`src/inc/core_state_pkg.sv`:
```
// Constants and types for the processor state core
package core_state_pkg;
  localparam int PC_W = 12;
  localparam int PAGE_W = 10;
  localparam logic [11:0] VEC_RESET = 12'h000;
  localparam logic [11:0] VEC_EXT_IRQ = 12'h003;
  localparam logic [11:0] VEC_TIMER_IRQ = 12'h007;
  localparam int RAM_DEPTH = 256;
  localparam int RAM_AW = 8;
  localparam logic [7:0] BANK0_BASE = 8'h00;
  localparam logic [7:0] BANK1_BASE = 8'h18;
  localparam logic [7:0] STACK_BASE = 8'h08;
  localparam logic [7:0] DIRECT_LIMIT = 8'h20;
  localparam int SP_LO = 0;
  localparam int SP_HI = 2;
  localparam int PSW_ONE_BIT = 3;
  localparam int PSW_BANK_BIT = 4;
  localparam int PSW_F0_BIT = 5;
  localparam int PSW_HC_BIT = 6;
  localparam int PSW_CY_BIT = 7;
  localparam logic [7:0] PSW_RESET = 8'h08;
  localparam logic [7:0] PSW_FIXED_ONE = 8'h08;
  localparam logic [2:0] SP_STEP = 3'h1;
  localparam logic [11:0] PC_STEP = 12'h001;
  localparam logic [1:0] INT_BANK = 2'h0;
  localparam logic [1:0] PAGE3 = 2'h3;
  // Register port map
  localparam logic [3:0] ADDR_PSW = 4'h0;
  localparam logic [3:0] ADDR_PC_LO = 4'h1;
  localparam logic [3:0] ADDR_PC_HI = 4'h2;
  typedef enum logic [3:0] {
    OP_NONE, OP_STEP, OP_JUMP, OP_CALL, OP_EXT_IRQ, OP_TIMER_IRQ, OP_RET, OP_RETURN_WITH_STATUS_RESTORE,
    OP_SEL0, OP_SEL1, OP_TABLE_CUR, OP_TABLE_P3, OP_SET_MBANK
  } op_t;
endpackage

```
`src/design/data_ram.sv`:
```
// Data memory array with one write and two combinational read ports
`timescale 1ns/1ns
module data_ram
  import core_state_pkg::*;
(
  input wire logic core_clk,
  input wire logic we,
  input wire logic [core_state_pkg::RAM_AW-1:0] waddr,
  input wire logic [7:0] wdata,
  input wire logic [core_state_pkg::RAM_AW-1:0] raddr_a,
  output logic [7:0] rdata_a,
  input wire logic [core_state_pkg::RAM_AW-1:0] raddr_b,
  output logic [7:0] rdata_b
);
  // Contents are not reset; software must not rely on power-up values
  logic [7:0] mem [RAM_DEPTH];
  always_ff @(posedge core_clk)
  begin
    if (we)
    begin
      mem[waddr] <= wdata;
    end
  end
  assign rdata_a = mem[raddr_a];
  assign rdata_b = mem[raddr_b];
endmodule

```
`src/design/cpu_pc_stack_psw_core.sv`:
```
// Program counter, return stack, status word and data memory map
`timescale 1ns/1ns
// Notes on behaviour
// [RULE1] Vectors 0 reset, 3 external, 7 timer
// [RULE2] Table read indexes program memory by accumulator
// [RULE3] Bank0 at 0-7, bank1 at 24-31
// [RULE4] One bank active, changed by select or restoring return
// [RULE5] Stack lives at 8-23, two bytes each
// [RULE6] Indirect via work regs reaches all memory
// [RULE7] 12-bit counter, 10-bit page offset
// [RULE8] Upper bits zero internal, else external bank
// [RULE9] Call or interrupt pushes pc plus upper status
// [RULE10] Pointer marks next empty, zero when empty
// [RULE11] Restoring return pops status, plain does not
// [RULE12] Status: pointer, one, bank, user flag
// [RULE13] Bit 6 half carry from adds
// [RULE14] Bit 7 carry from arithmetic and rotate
// [RULE15] Reset clears pc, pointer, banks
// [RULE16] Pointer wraps modulo eight silently
// [RULE17] Bit 3 always reads one
module cpu_pc_stack_psw_core
  import core_state_pkg::*;
(
  input wire logic core_clk,
  input wire logic rst,
  input wire core_state_pkg::op_t op,
  input wire logic [11:0] jump_target,
  input wire logic mbank_sel,
  input wire logic [7:0] acc,
  input wire logic alu_flag_we,
  input wire logic carry_in,
  input wire logic half_carry_in,
  input wire logic carry_only_we,
  input wire logic [2:0] reg_sel,
  input wire logic reg_indirect,
  input wire logic data_we,
  input wire logic [7:0] data_wdata,
  output logic [7:0] data_rdata,
  output logic [11:0] fetch_addr,
  output logic fetch_external,
  output logic [7:0] table_result,
  input wire logic [7:0] prog_rdata,
  input wire logic [3:0] reg_addr,
  input wire logic [7:0] reg_wdata,
  input wire logic reg_we,
  input wire logic reg_re,
  output logic [7:0] reg_rdata
);
  logic [11:0] instruction_pointer_ff, nxt_instruction_pointer;
  logic [7:0] processor_status_byte_ff, nxt_processor_status_byte;
  logic mbank_ff, nxt_mbank;
  logic [11:0] fetch_addr_ff, nxt_fetch_addr;
  logic fetch_external_ff, nxt_fetch_external;
  logic [7:0] table_result_ff, nxt_table_result;
  logic [7:0] data_rdata_ff, nxt_data_rdata;
  logic [7:0] reg_rdata_ff, nxt_reg_rdata;
  logic ram_we;
  logic [7:0] ram_waddr, ram_wdata, ram_raddr_a, ram_raddr_b, ram_rdata_a, ram_rdata_b;
  logic [7:0] stack_lo, stack_hi;
  logic [2:0] sp, sp_pop;
  logic [7:0] work_addr;
  logic push_hi_pending_ff, nxt_push_hi_pending;
  logic [7:0] push_hi_byte_ff, nxt_push_hi_byte;
  logic [7:0] push_hi_addr_ff, nxt_push_hi_addr;
  logic table_wait_ff, nxt_table_wait;

  // Byte address of a stack slot, low byte first
  function automatic logic [7:0] slot_addr(input logic [2:0] slot, input logic hi);
    slot_addr = STACK_BASE + {4'h0, slot, hi};
  endfunction

  // Working register address inside the active bank
  function automatic logic [7:0] bank_addr(input logic bank, input logic [2:0] r);
    bank_addr = (bank ? BANK1_BASE : BANK0_BASE) + {5'h00, r};
  endfunction

  assign sp = processor_status_byte_ff[SP_HI:SP_LO];
  assign sp_pop = sp - SP_STEP; // [RULE16]
  assign stack_lo = ram_rdata_a;
  // A pop right behind a push must see the high byte still on its way to memory
  assign stack_hi = (push_hi_pending_ff && push_hi_addr_ff == ram_raddr_b) ? push_hi_byte_ff : ram_rdata_b;

  data_ram u_ram (
    .core_clk(core_clk),
    .we(ram_we),
    .waddr(ram_waddr),
    .wdata(ram_wdata),
    .raddr_a(ram_raddr_a),
    .rdata_a(ram_rdata_a),
    .raddr_b(ram_raddr_b),
    .rdata_b(ram_rdata_b)
  );

  // Port b fetches work reg 0/1 pointer for indirect access, or stack high byte on pops
  always_comb
  begin
    work_addr = bank_addr(processor_status_byte_ff[PSW_BANK_BIT], reg_sel); // [RULE3] [RULE4]
    ram_raddr_a = slot_addr(sp_pop, 1'b0);
    ram_raddr_b = slot_addr(sp_pop, 1'b1);
    if (op != OP_RET && op != OP_RETURN_WITH_STATUS_RESTORE)
    begin
      ram_raddr_b = bank_addr(processor_status_byte_ff[PSW_BANK_BIT], {2'b00, reg_sel[0]});
      // Indirect reaches every location through work_reg_zero or work_reg_one
      ram_raddr_a = reg_indirect ? ram_rdata_b : work_addr; // [RULE6]
    end
  end

  // Push writes two bytes unless it directly follows another push; the port has one write lane, so the high byte lands a cycle later
  always_comb
  begin
    ram_we = 1'b0;
    ram_waddr = ram_raddr_a;
    ram_wdata = data_wdata;
    nxt_push_hi_pending = 1'b0;
    nxt_push_hi_byte = push_hi_byte_ff;
    nxt_push_hi_addr = push_hi_addr_ff;
    if (push_hi_pending_ff)
    begin
      ram_we = 1'b1;
      ram_waddr = push_hi_addr_ff;
      ram_wdata = push_hi_byte_ff;
    end
    else if (op == OP_CALL || op == OP_EXT_IRQ || op == OP_TIMER_IRQ)
    begin
      ram_we = 1'b1; // [RULE9] [RULE5]
      ram_waddr = slot_addr(sp, 1'b0);
      ram_wdata = instruction_pointer_ff[7:0];
      nxt_push_hi_pending = 1'b1;
      nxt_push_hi_addr = slot_addr(sp, 1'b1);
      nxt_push_hi_byte = {processor_status_byte_ff[7:4], instruction_pointer_ff[11:8]};
    end
    else if (data_we && op != OP_RET && op != OP_RETURN_WITH_STATUS_RESTORE)
    begin
      ram_we = 1'b1;
    end
  end

  always_comb
  begin
    nxt_instruction_pointer = instruction_pointer_ff;
    nxt_processor_status_byte = processor_status_byte_ff;
    nxt_mbank = mbank_ff;
    nxt_table_result = table_result_ff;
    nxt_table_wait = 1'b0;
    case (op)
      OP_STEP: nxt_instruction_pointer = instruction_pointer_ff + PC_STEP; // [RULE7]
      OP_JUMP: nxt_instruction_pointer = {mbank_ff, jump_target[10:0]};
      OP_CALL:
      begin
        nxt_instruction_pointer = {mbank_ff, jump_target[10:0]};
        nxt_processor_status_byte[SP_HI:SP_LO] = sp + SP_STEP; // [RULE10] [RULE16]
      end
      OP_EXT_IRQ:
      begin
        nxt_instruction_pointer = VEC_EXT_IRQ; // [RULE1]
        nxt_processor_status_byte[SP_HI:SP_LO] = sp + SP_STEP;
      end
      OP_TIMER_IRQ:
      begin
        nxt_instruction_pointer = VEC_TIMER_IRQ; // [RULE1]
        nxt_processor_status_byte[SP_HI:SP_LO] = sp + SP_STEP;
      end
      OP_RET:
      begin
        nxt_instruction_pointer = {stack_hi[3:0], stack_lo}; // [RULE11]
        nxt_processor_status_byte[SP_HI:SP_LO] = sp_pop;
      end
      OP_RETURN_WITH_STATUS_RESTORE:
      begin
        nxt_instruction_pointer = {stack_hi[3:0], stack_lo};
        nxt_processor_status_byte[7:4] = stack_hi[7:4]; // [RULE11]
        nxt_processor_status_byte[SP_HI:SP_LO] = sp_pop;
      end
      OP_SEL0: nxt_processor_status_byte[PSW_BANK_BIT] = 1'b0; // [RULE4]
      OP_SEL1: nxt_processor_status_byte[PSW_BANK_BIT] = 1'b1; // [RULE4]
      OP_TABLE_CUR: nxt_table_wait = 1'b1; // [RULE2]
      OP_TABLE_P3: nxt_table_wait = 1'b1; // [RULE2]
      OP_SET_MBANK: nxt_mbank = mbank_sel;
      default: nxt_instruction_pointer = instruction_pointer_ff;
    endcase
    // Table byte arrives a cycle after the table address goes out
    if (table_wait_ff)
    begin
      nxt_table_result = prog_rdata; // [RULE2]
    end
    if (alu_flag_we)
    begin
      nxt_processor_status_byte[PSW_HC_BIT] = half_carry_in; // [RULE13]
      nxt_processor_status_byte[PSW_CY_BIT] = carry_in; // [RULE14]
    end
    else if (carry_only_we)
    begin
      nxt_processor_status_byte[PSW_CY_BIT] = carry_in; // [RULE14]
    end
    // Software write of the status word; bank bit excluded so only select ops and restoring return move it
    if (reg_we && reg_addr == ADDR_PSW)
    begin
      nxt_processor_status_byte = {reg_wdata[7:5], processor_status_byte_ff[PSW_BANK_BIT], reg_wdata[3:0]}; // [RULE17]
    end
    nxt_processor_status_byte = nxt_processor_status_byte | PSW_FIXED_ONE; // [RULE12] [RULE17]
  end

  // Fetch address: page-3 table read or current page with accumulator index
  always_comb
  begin
    nxt_fetch_addr = nxt_instruction_pointer;
    if (op == OP_TABLE_CUR)
    begin
      nxt_fetch_addr = {instruction_pointer_ff[11:8], acc};
    end
    else if (op == OP_TABLE_P3)
    begin
      nxt_fetch_addr = {instruction_pointer_ff[11:PAGE_W], PAGE3, acc};
    end
    nxt_fetch_external = nxt_fetch_addr[11:PAGE_W] != INT_BANK; // [RULE8]
    nxt_data_rdata = ram_rdata_a;
    nxt_reg_rdata = reg_rdata_ff;
    if (reg_re)
    begin
      case (reg_addr)
        ADDR_PSW: nxt_reg_rdata = processor_status_byte_ff;
        ADDR_PC_LO: nxt_reg_rdata = instruction_pointer_ff[7:0];
        ADDR_PC_HI: nxt_reg_rdata = {3'h0, mbank_ff, instruction_pointer_ff[11:8]};
        default: nxt_reg_rdata = 8'h00;
      endcase
    end
  end

  always_ff @(posedge core_clk)
  begin
    if (rst)
    begin
      instruction_pointer_ff <= VEC_RESET; // [RULE1] [RULE15]
      processor_status_byte_ff <= PSW_RESET; // [RULE15]
      mbank_ff <= 1'b0;
      fetch_addr_ff <= VEC_RESET;
      fetch_external_ff <= 1'b0;
      table_result_ff <= 8'h00;
      data_rdata_ff <= 8'h00;
      reg_rdata_ff <= 8'h00;
      push_hi_pending_ff <= 1'b0;
      push_hi_byte_ff <= 8'h00;
      push_hi_addr_ff <= 8'h00;
      table_wait_ff <= 1'b0;
    end
    else
    begin
      instruction_pointer_ff <= nxt_instruction_pointer;
      processor_status_byte_ff <= nxt_processor_status_byte;
      mbank_ff <= nxt_mbank;
      fetch_addr_ff <= nxt_fetch_addr;
      fetch_external_ff <= nxt_fetch_external;
      table_result_ff <= nxt_table_result;
      data_rdata_ff <= nxt_data_rdata;
      reg_rdata_ff <= nxt_reg_rdata;
      push_hi_pending_ff <= nxt_push_hi_pending;
      push_hi_byte_ff <= nxt_push_hi_byte;
      push_hi_addr_ff <= nxt_push_hi_addr;
      table_wait_ff <= nxt_table_wait;
    end
  end

  assign fetch_addr = fetch_addr_ff;
  assign fetch_external = fetch_external_ff;
  assign table_result = table_result_ff;
  assign data_rdata = data_rdata_ff;
  assign reg_rdata = reg_rdata_ff;

  a_one_bit_fixed: assert property (@(posedge core_clk) disable iff (rst) // [RULE17]
    processor_status_byte_ff[PSW_ONE_BIT]) else $error("status bit 3 not one");
  a_ext_vector: assert property (@(posedge core_clk) disable iff (rst) // [RULE1]
    op == OP_EXT_IRQ |=> instruction_pointer_ff == VEC_EXT_IRQ) else $error("bad external vector");
  a_timer_vector: assert property (@(posedge core_clk) disable iff (rst) // [RULE1]
    op == OP_TIMER_IRQ |=> instruction_pointer_ff == VEC_TIMER_IRQ) else $error("bad timer vector");
  a_push_ptr_up: assert property (@(posedge core_clk) disable iff (rst) // [RULE10]
    op == OP_CALL && !(reg_we && reg_addr == ADDR_PSW) |=> sp == $past(sp) + SP_STEP)
    else $error("push pointer wrong");
  a_pop_ptr_down: assert property (@(posedge core_clk) disable iff (rst) // [RULE16]
    (op == OP_RET || op == OP_RETURN_WITH_STATUS_RESTORE) && !(reg_we && reg_addr == ADDR_PSW) |=> sp == $past(sp) - SP_STEP)
    else $error("pop pointer wrong");
  a_ret_keeps_flags: assert property (@(posedge core_clk) disable iff (rst) // [RULE11]
    op == OP_RET && !alu_flag_we && !carry_only_we && !reg_we |=>
    processor_status_byte_ff[7:4] == $past(processor_status_byte_ff[7:4])) else $error("ret changed status");
  a_return_with_status_restore_restores: assert property (@(posedge core_clk) disable iff (rst) // [RULE11]
    op == OP_RETURN_WITH_STATUS_RESTORE && !alu_flag_we && !carry_only_we && !reg_we |=>
    processor_status_byte_ff[7:4] == $past(stack_hi[7:4])) else $error("status not restored");
  a_reset_clears: assert property (@(posedge core_clk) // [RULE15]
    rst |=> instruction_pointer_ff == VEC_RESET && sp == 3'h0 && !mbank_ff) else $error("reset state wrong");
  a_bank_hold: assert property (@(posedge core_clk) disable iff (rst) // [RULE4]
    op != OP_SEL0 && op != OP_SEL1 && op != OP_RETURN_WITH_STATUS_RESTORE |=>
    processor_status_byte_ff[PSW_BANK_BIT] == $past(processor_status_byte_ff[PSW_BANK_BIT]))
    else $error("bank moved");
  a_external_fetch: assert property (@(posedge core_clk) disable iff (rst) // [RULE8]
    fetch_external == (fetch_addr[11:PAGE_W] != INT_BANK)) else $error("fetch bank flag wrong");
  a_push_high: assert property (@(posedge core_clk) disable iff (rst) // [RULE9]
    op == OP_CALL && !push_hi_pending_ff |=> ram_we && ram_waddr == slot_addr($past(sp), 1'b1))
    else $error("high byte not pushed");
  a_table_index: assert property (@(posedge core_clk) disable iff (rst) // [RULE2]
    op == OP_TABLE_CUR || op == OP_TABLE_P3 |=> fetch_addr[7:0] == $past(acc)) else $error("table index wrong");
  a_table_capture: assert property (@(posedge core_clk) disable iff (rst) // [RULE2]
    table_wait_ff |=> table_result == $past(prog_rdata)) else $error("table byte not captured");
  c_call: cover property (@(posedge core_clk) op == OP_CALL ##1 op == OP_RET);
  c_table: cover property (@(posedge core_clk) table_wait_ff);
  c_irq_return_with_status_restore: cover property (@(posedge core_clk) op == OP_EXT_IRQ ##2 op == OP_RETURN_WITH_STATUS_RESTORE);
  c_wrap: cover property (@(posedge core_clk) op == OP_CALL && sp == 3'h7);
endmodule

```
`config.mk`:
```
export PLATFORM = sky130hd
export DESIGN_NAME = cpu_pc_stack_psw_core
export DESIGN_NICKNAME = d
export VERILOG_FILES = /design/src/inc/core_state_pkg.sv /design/src/design/data_ram.sv /design/src/design/cpu_pc_stack_psw_core.sv
export SDC_FILE = /design/constraint.sdc
export NUM_CORES = 2
export LEC_CHECK = 0
export ABC_AREA = 0
export BUFFER_PORTS_ARGS = -buffer_cell sky130_fd_sc_hd__buf_2
export CAP_MARGIN = 20
export CORE_MARGIN = 1
export CORE_UTILIZATION = 45
export CTS_CLUSTER_SIZE = 25
export DETAILED_ROUTE_END_ITERATION = 10
export GPL_TIMING_DRIVEN = 1
export PLACE_DENSITY = 0.6
export SYNTH_ARGS = -nofsm -noshare
export SYNTH_HDL_FRONTEND = slang
export SYNTH_SLANG_ARGS = --single-unit
```
`constraint.sdc`:
```
create_clock -name core_clk -period 25.7 [get_ports core_clk]
set_clock_uncertainty 0.15 [all_clocks]
set_input_delay 5.14 -clock core_clk [delete_from_list [all_inputs] [get_ports core_clk]]
set_output_delay 5.14 -clock core_clk [all_outputs]
set_load 0.05 [all_outputs]
```
==> impl_summary.log <==
[metrics] category of the most critical setup path: input pin to flop
[metrics] via count of the first global-routing pass: 49,930
[metrics] flops & latches, synth: 2,120
[metrics] power after layout: 7.83 mW
[metrics] share of final-layout standard cells stronger than drive strength 1: 10.1%
[metrics] largest voltage drop on the vdd net: 0.0000712 V
[metrics] required time at the endpoint of the critical path: 26.29 ns
[metrics] clock tree from TritonCTS: yes
[metrics] final-report max-slew violation count: 0
[metrics] setup-violating endpoint count in the final report: 0
[metrics] count of routing violations after the opening detailed-route iteration: 5,978
[metrics] register area: 0.0629 mm²
[metrics] Sw Share: 26.0%
[metrics] number of fill cells: 15,799
[metrics] clock input transition at the sequential cells of the worst setup and hold paths: 0.07 ns
[metrics] maximum root-to-sink buffer count: 3
[metrics] Max Clock Freq: 72.3 MHz
[metrics] area of all placed cells without fillers: 0.0958 mm²
[metrics] later-pin clock latency in the skew report: 0.85 ns
[metrics] proportion of power drawn by flip-flops and latches: 49.5%
[metrics] pin count of the biggest net entering global routing: 186
[metrics] total of cells resized after clock tree synthesis: 0
[metrics] top_reg_cell synth: edfxtp_1
[metrics] initial core utilization: 45.2%
[metrics] data arrival at the endpoint of the critical path: 14.43 ns
[metrics] global-route wire length before repair: 351,000 µm
[metrics] Die Span Y: 439 µm
[metrics] P_int: 5.80 mW
[metrics] largest family of logic cells by synthesized area: simple AND/OR/NAND/NOR gates
[metrics] count of antenna diodes in the layout: 0
[metrics] I/O Buffers: 99
[metrics] synth unique cells: 81
[metrics] total power density per cell area: 81.8 mW/mm²
[metrics] HPWL after detailed placement: 144,000 µm
[metrics] switching power total: 2.03 mW
[metrics] post-route setup TNS: 0 ns
[metrics] average vias per placed instance: 6.00
[metrics] Post-Synthesis Mean Instance Area: 14.2 µm²
[metrics] multiplexer share of the synthesized area: 7.51%
[metrics] max-cap viol count: 0
[metrics] Die Area: 0.193 mm²
[metrics] number of enable flip-flop cells after synthesis: 2,048
[metrics] Synth Area in Compound Gates: 6.06%
[metrics] Gate Count Post-Synth: 6,058
[metrics] netlist area before placement: 0.0859 mm²
[metrics] first-pass detailed-route iteration total: 9
[metrics] RePlAce Congestion: 0.906
[metrics] standby leakage power: 32.1 nW
[metrics] number of levels in the clock H-tree: 4
[metrics] cts-stage hold buffer count: 0
[metrics] global-route usage over all layers: 24.8%
[metrics] part of the total power dissipated in the clock network: 37.9%
[metrics] async set-or-reset flop fraction in the synthesized netlist: 0%
[metrics] Die W: 439 µm
[metrics] initial antenna violation count: 14
[metrics] slew at the pin closest to its max-slew limit: 1.17 ns
[metrics] result of the run: finished, violations left
[metrics] antenna-violating nets left: 0
[metrics] Critical R2R Capture: data_rdata[1]
[metrics] number of top-level pins: 103
[metrics] number of cells traversed by the worst register-to-register path: 18
[metrics] simple-gate area share of the yosys netlist: 10.8%
[metrics] routed length per instance: 27.7 µm
[metrics] instance area at placement: 0.0891 mm²
[metrics] category of the worst setup path launch point: input pin
[metrics] worst hold path type: flop to flop
[metrics] slew margin rel.: 21.7%
[metrics] launch instance of the worst register-to-register path: processor_status_byte_ff[0]
[metrics] combinational cell fraction of total power: 12.6%
[metrics] setup slack, reg-to-reg: 16.27 ns
[metrics] share of the clock period used by the worst path: 53.8%
[metrics] unrepaired setup endpoints after global routing: false
[metrics] sequential-to-total area share from yosys stat: 73.2%
[metrics] cell count of the worst hold path: 2
[metrics] Adder-Cell Fraction of Synth Area: 0.0437%
[metrics] remaining routing DRC violations: 1
[metrics] type of destination of the critical path: flop
[metrics] Core Area: 0.190 mm²
[metrics] post-CTS setup buffers: 0
[metrics] fraction of synthesized cell area in xor and xnor cells: 0.121%
[metrics] Root Buffer: clkbuf_16
[metrics] multi-input gate area in the final layout: 0.0214 mm²
[metrics] number of sinks handled by clock tree synthesis: 2,120
[metrics] final hold violation count: 0
[metrics] synthesized netlist net count: 6,127
[metrics] final core utilization: 50.4%
[metrics] post-synthesis to final-layout area growth: 11.4%
[metrics] min-delay src: push_hi_byte_ff[4]
[metrics] final critical-path required period: 13.83 ns
[metrics] violated checks: design-rule violations
[metrics] drt total wl: 244,000 µm
[metrics] Max FO, Critical Path: 149
[metrics] Site Rows: 160
[metrics] Final Net Count: 6,180
[metrics] via count of the routed design: 52,782
[metrics] overall overflow remaining after global route: 0
[metrics] clock buffer count from CTS: 205
[metrics] total of warnings raised by yosys: 0
[metrics] Hold EP: push_hi_byte_ff[4]
[cells by family after synthesis]
kind of cell / Yosys count
mux: 616
simple gates: 2142
flops: 2120
xor+xnor: 11
buf+inv: 407
compound gates: 759
fa+ha+maj: 3
[critical path, stage by stage]
cell and delay (ns):
buf_2 0.52, inv_1 0.46, nand2_1 0.15, buf_4 0.46, o221ai_1 0.28, a221oi_2 0.62, a221o_4 0.87, buf_4 0.66
buf_4 0.79, buf_4 0.81, buf_12 0.77, mux2i_1 0.17, a22oi_1 0.32, nand4_1 0.23, o21ai_0 0.54, nand4_1 0.86
a211oi_1 0.48
[routing by layer]
| metal | GRT usage, % | wire (µm) | vias up |
|---|---|---|---|
| met2 | 38.3 | 112000 | 2439 |
| met5 | 0 | 46 | - |
| met3 | 4.16 | 20300 | 457 |
| met1 | 35.2 | 102000 | 26688 |
| met4 | 9.59 | 9430 | 4 |
| li1 | - | - | 23194 |
[placed cells by master (no fill, tap or decap), types with 24 or more instances in the layout]
cell type	count
o22ai_1	51
a21oi_1	177
buf_2	99
o221ai_1	29
buf_4	127
o21ai_0	81
dfxtp_1	70
edfxtp_1	2048
clkinv_2	44
nor3_1	43
nor2_1	370
a22oi_1	166
clkbuf_1	43
nand4_1	112
mux2i_1	581
o31ai_1	33
clkinv_1	45
a32oi_1	66
nand2_1	1027
nand3_1	455
clkbuf_16	215
and3_1	29
a31oi_1	24
[state kept, by name, indices dropped and copies added (netlist names)]
signal,flops
push_hi_byte_ff,8
table_result,8
u_ram.mem,2048
reg_rdata,8
table_wait_ff,1
fetch_addr,12
processor_status_byte_ff,7
push_hi_pending_ff,1
fetch_external,1
mbank_ff,1
data_rdata,8
push_hi_addr_ff,5
instruction_pointer_ff,12
[worst max-delay path by stage]
| stage | start | end | slack [ns] | cells after the start |
|---|---|---|---|---|
| floorplan | op[0] | u_ram.mem[0][0] | 6.80 | 8 |
| global placement | reg_sel[0] | data_rdata[2] | 11.34 | 17 |
| detailed placement | reg_sel[0] | fetch_addr[5] | 11.33 | 17 |
| CTS | reg_sel[0] | fetch_addr[5] | 12.18 | 17 |
| global route | reg_sel[0] | data_rdata[1] | 11.69 | 17 |
| finish | reg_sel[0] | data_rdata[1] | 11.87 | 17 |
[layout make-up]
cell class,instances,share of cell area [%]
clock inverter,111,0.924
tap,2511,3.28
inverter,14,0.0549
sequential,2120,65.7
timing repair buffer,239,1.73
multi-input combinational,3531,22.4
clock buffer,268,5.93
[Yosys cell counts (5+ instances only)]
cell type | instances | area share [%]
and2_1 | 5 | 0.036
or3_1 | 9 | 0.066
nand2b_1 | 9 | 0.066
nand4_1 | 112 | 0.82
mux2i_1 | 581 | 6.8
mux4_2 | 19 | 0.50
nand3_1 | 455 | 2.6
o211ai_1 | 6 | 0.052
o21ai_1 | 7 | 0.041
a21oi_1 | 177 | 1.0
edfxtp_1 | 2048 | 72
mux2_2 | 13 | 0.17
o22ai_1 | 51 | 0.37
dfxtp_1 | 72 | 1.7
a32oi_1 | 66 | 0.67
o31ai_1 | 33 | 0.29
buf_1 | 40 | 0.17
buf_2 | 124 | 0.72
a31oi_1 | 24 | 0.17
a22o_1 | 7 | 0.071
a31o_2 | 10 | 0.10
clkbuf_1 | 174 | 0.76
o22a_1 | 11 | 0.11
inv_1 | 14 | 0.061
a211oi_1 | 20 | 0.17
xnor2_1 | 7 | 0.071
nor4_1 | 35 | 0.25
a41oi_1 | 6 | 0.061
o21ai_0 | 89 | 0.52
nor3_1 | 43 | 0.25
a221oi_1 | 10 | 0.10
buf_4 | 53 | 0.46
a311oi_1 | 5 | 0.051
o221ai_1 | 29 | 0.30
and3_1 | 29 | 0.21
or4_1 | 10 | 0.087
nand2_1 | 1039 | 4.5
nor2_1 | 374 | 1.6
a22oi_1 | 166 | 1.4
[metrics by stage]
stage,hold slack (ns),setup slack [ns],instances
CTS,0.323,12.18,8788
detailed placement,0.313,11.33,8409
global placement,0.305,11.34,8406
global route,0.351,11.69,8794
finish,0.328,11.87,8794
floorplan,0.294,6.80,6058
[power by group through the flow]
| stage | registers (mW) | clock network [mW] | logic [mW] |
|---|---|---|---|
| finish | 3.88 | 2.97 | 0.988 |
| global route | 3.88 | 3.12 | 1.04 |
| CTS | 3.88 | 3.00 | 0.981 |
| detailed placement | 3.95 | 0 | 0.978 |
| global placement | 3.95 | 0 | 0.967 |
| floorplan | 4.04 | 0 | 0.578 |
Power figures use the tool's default switching activity.
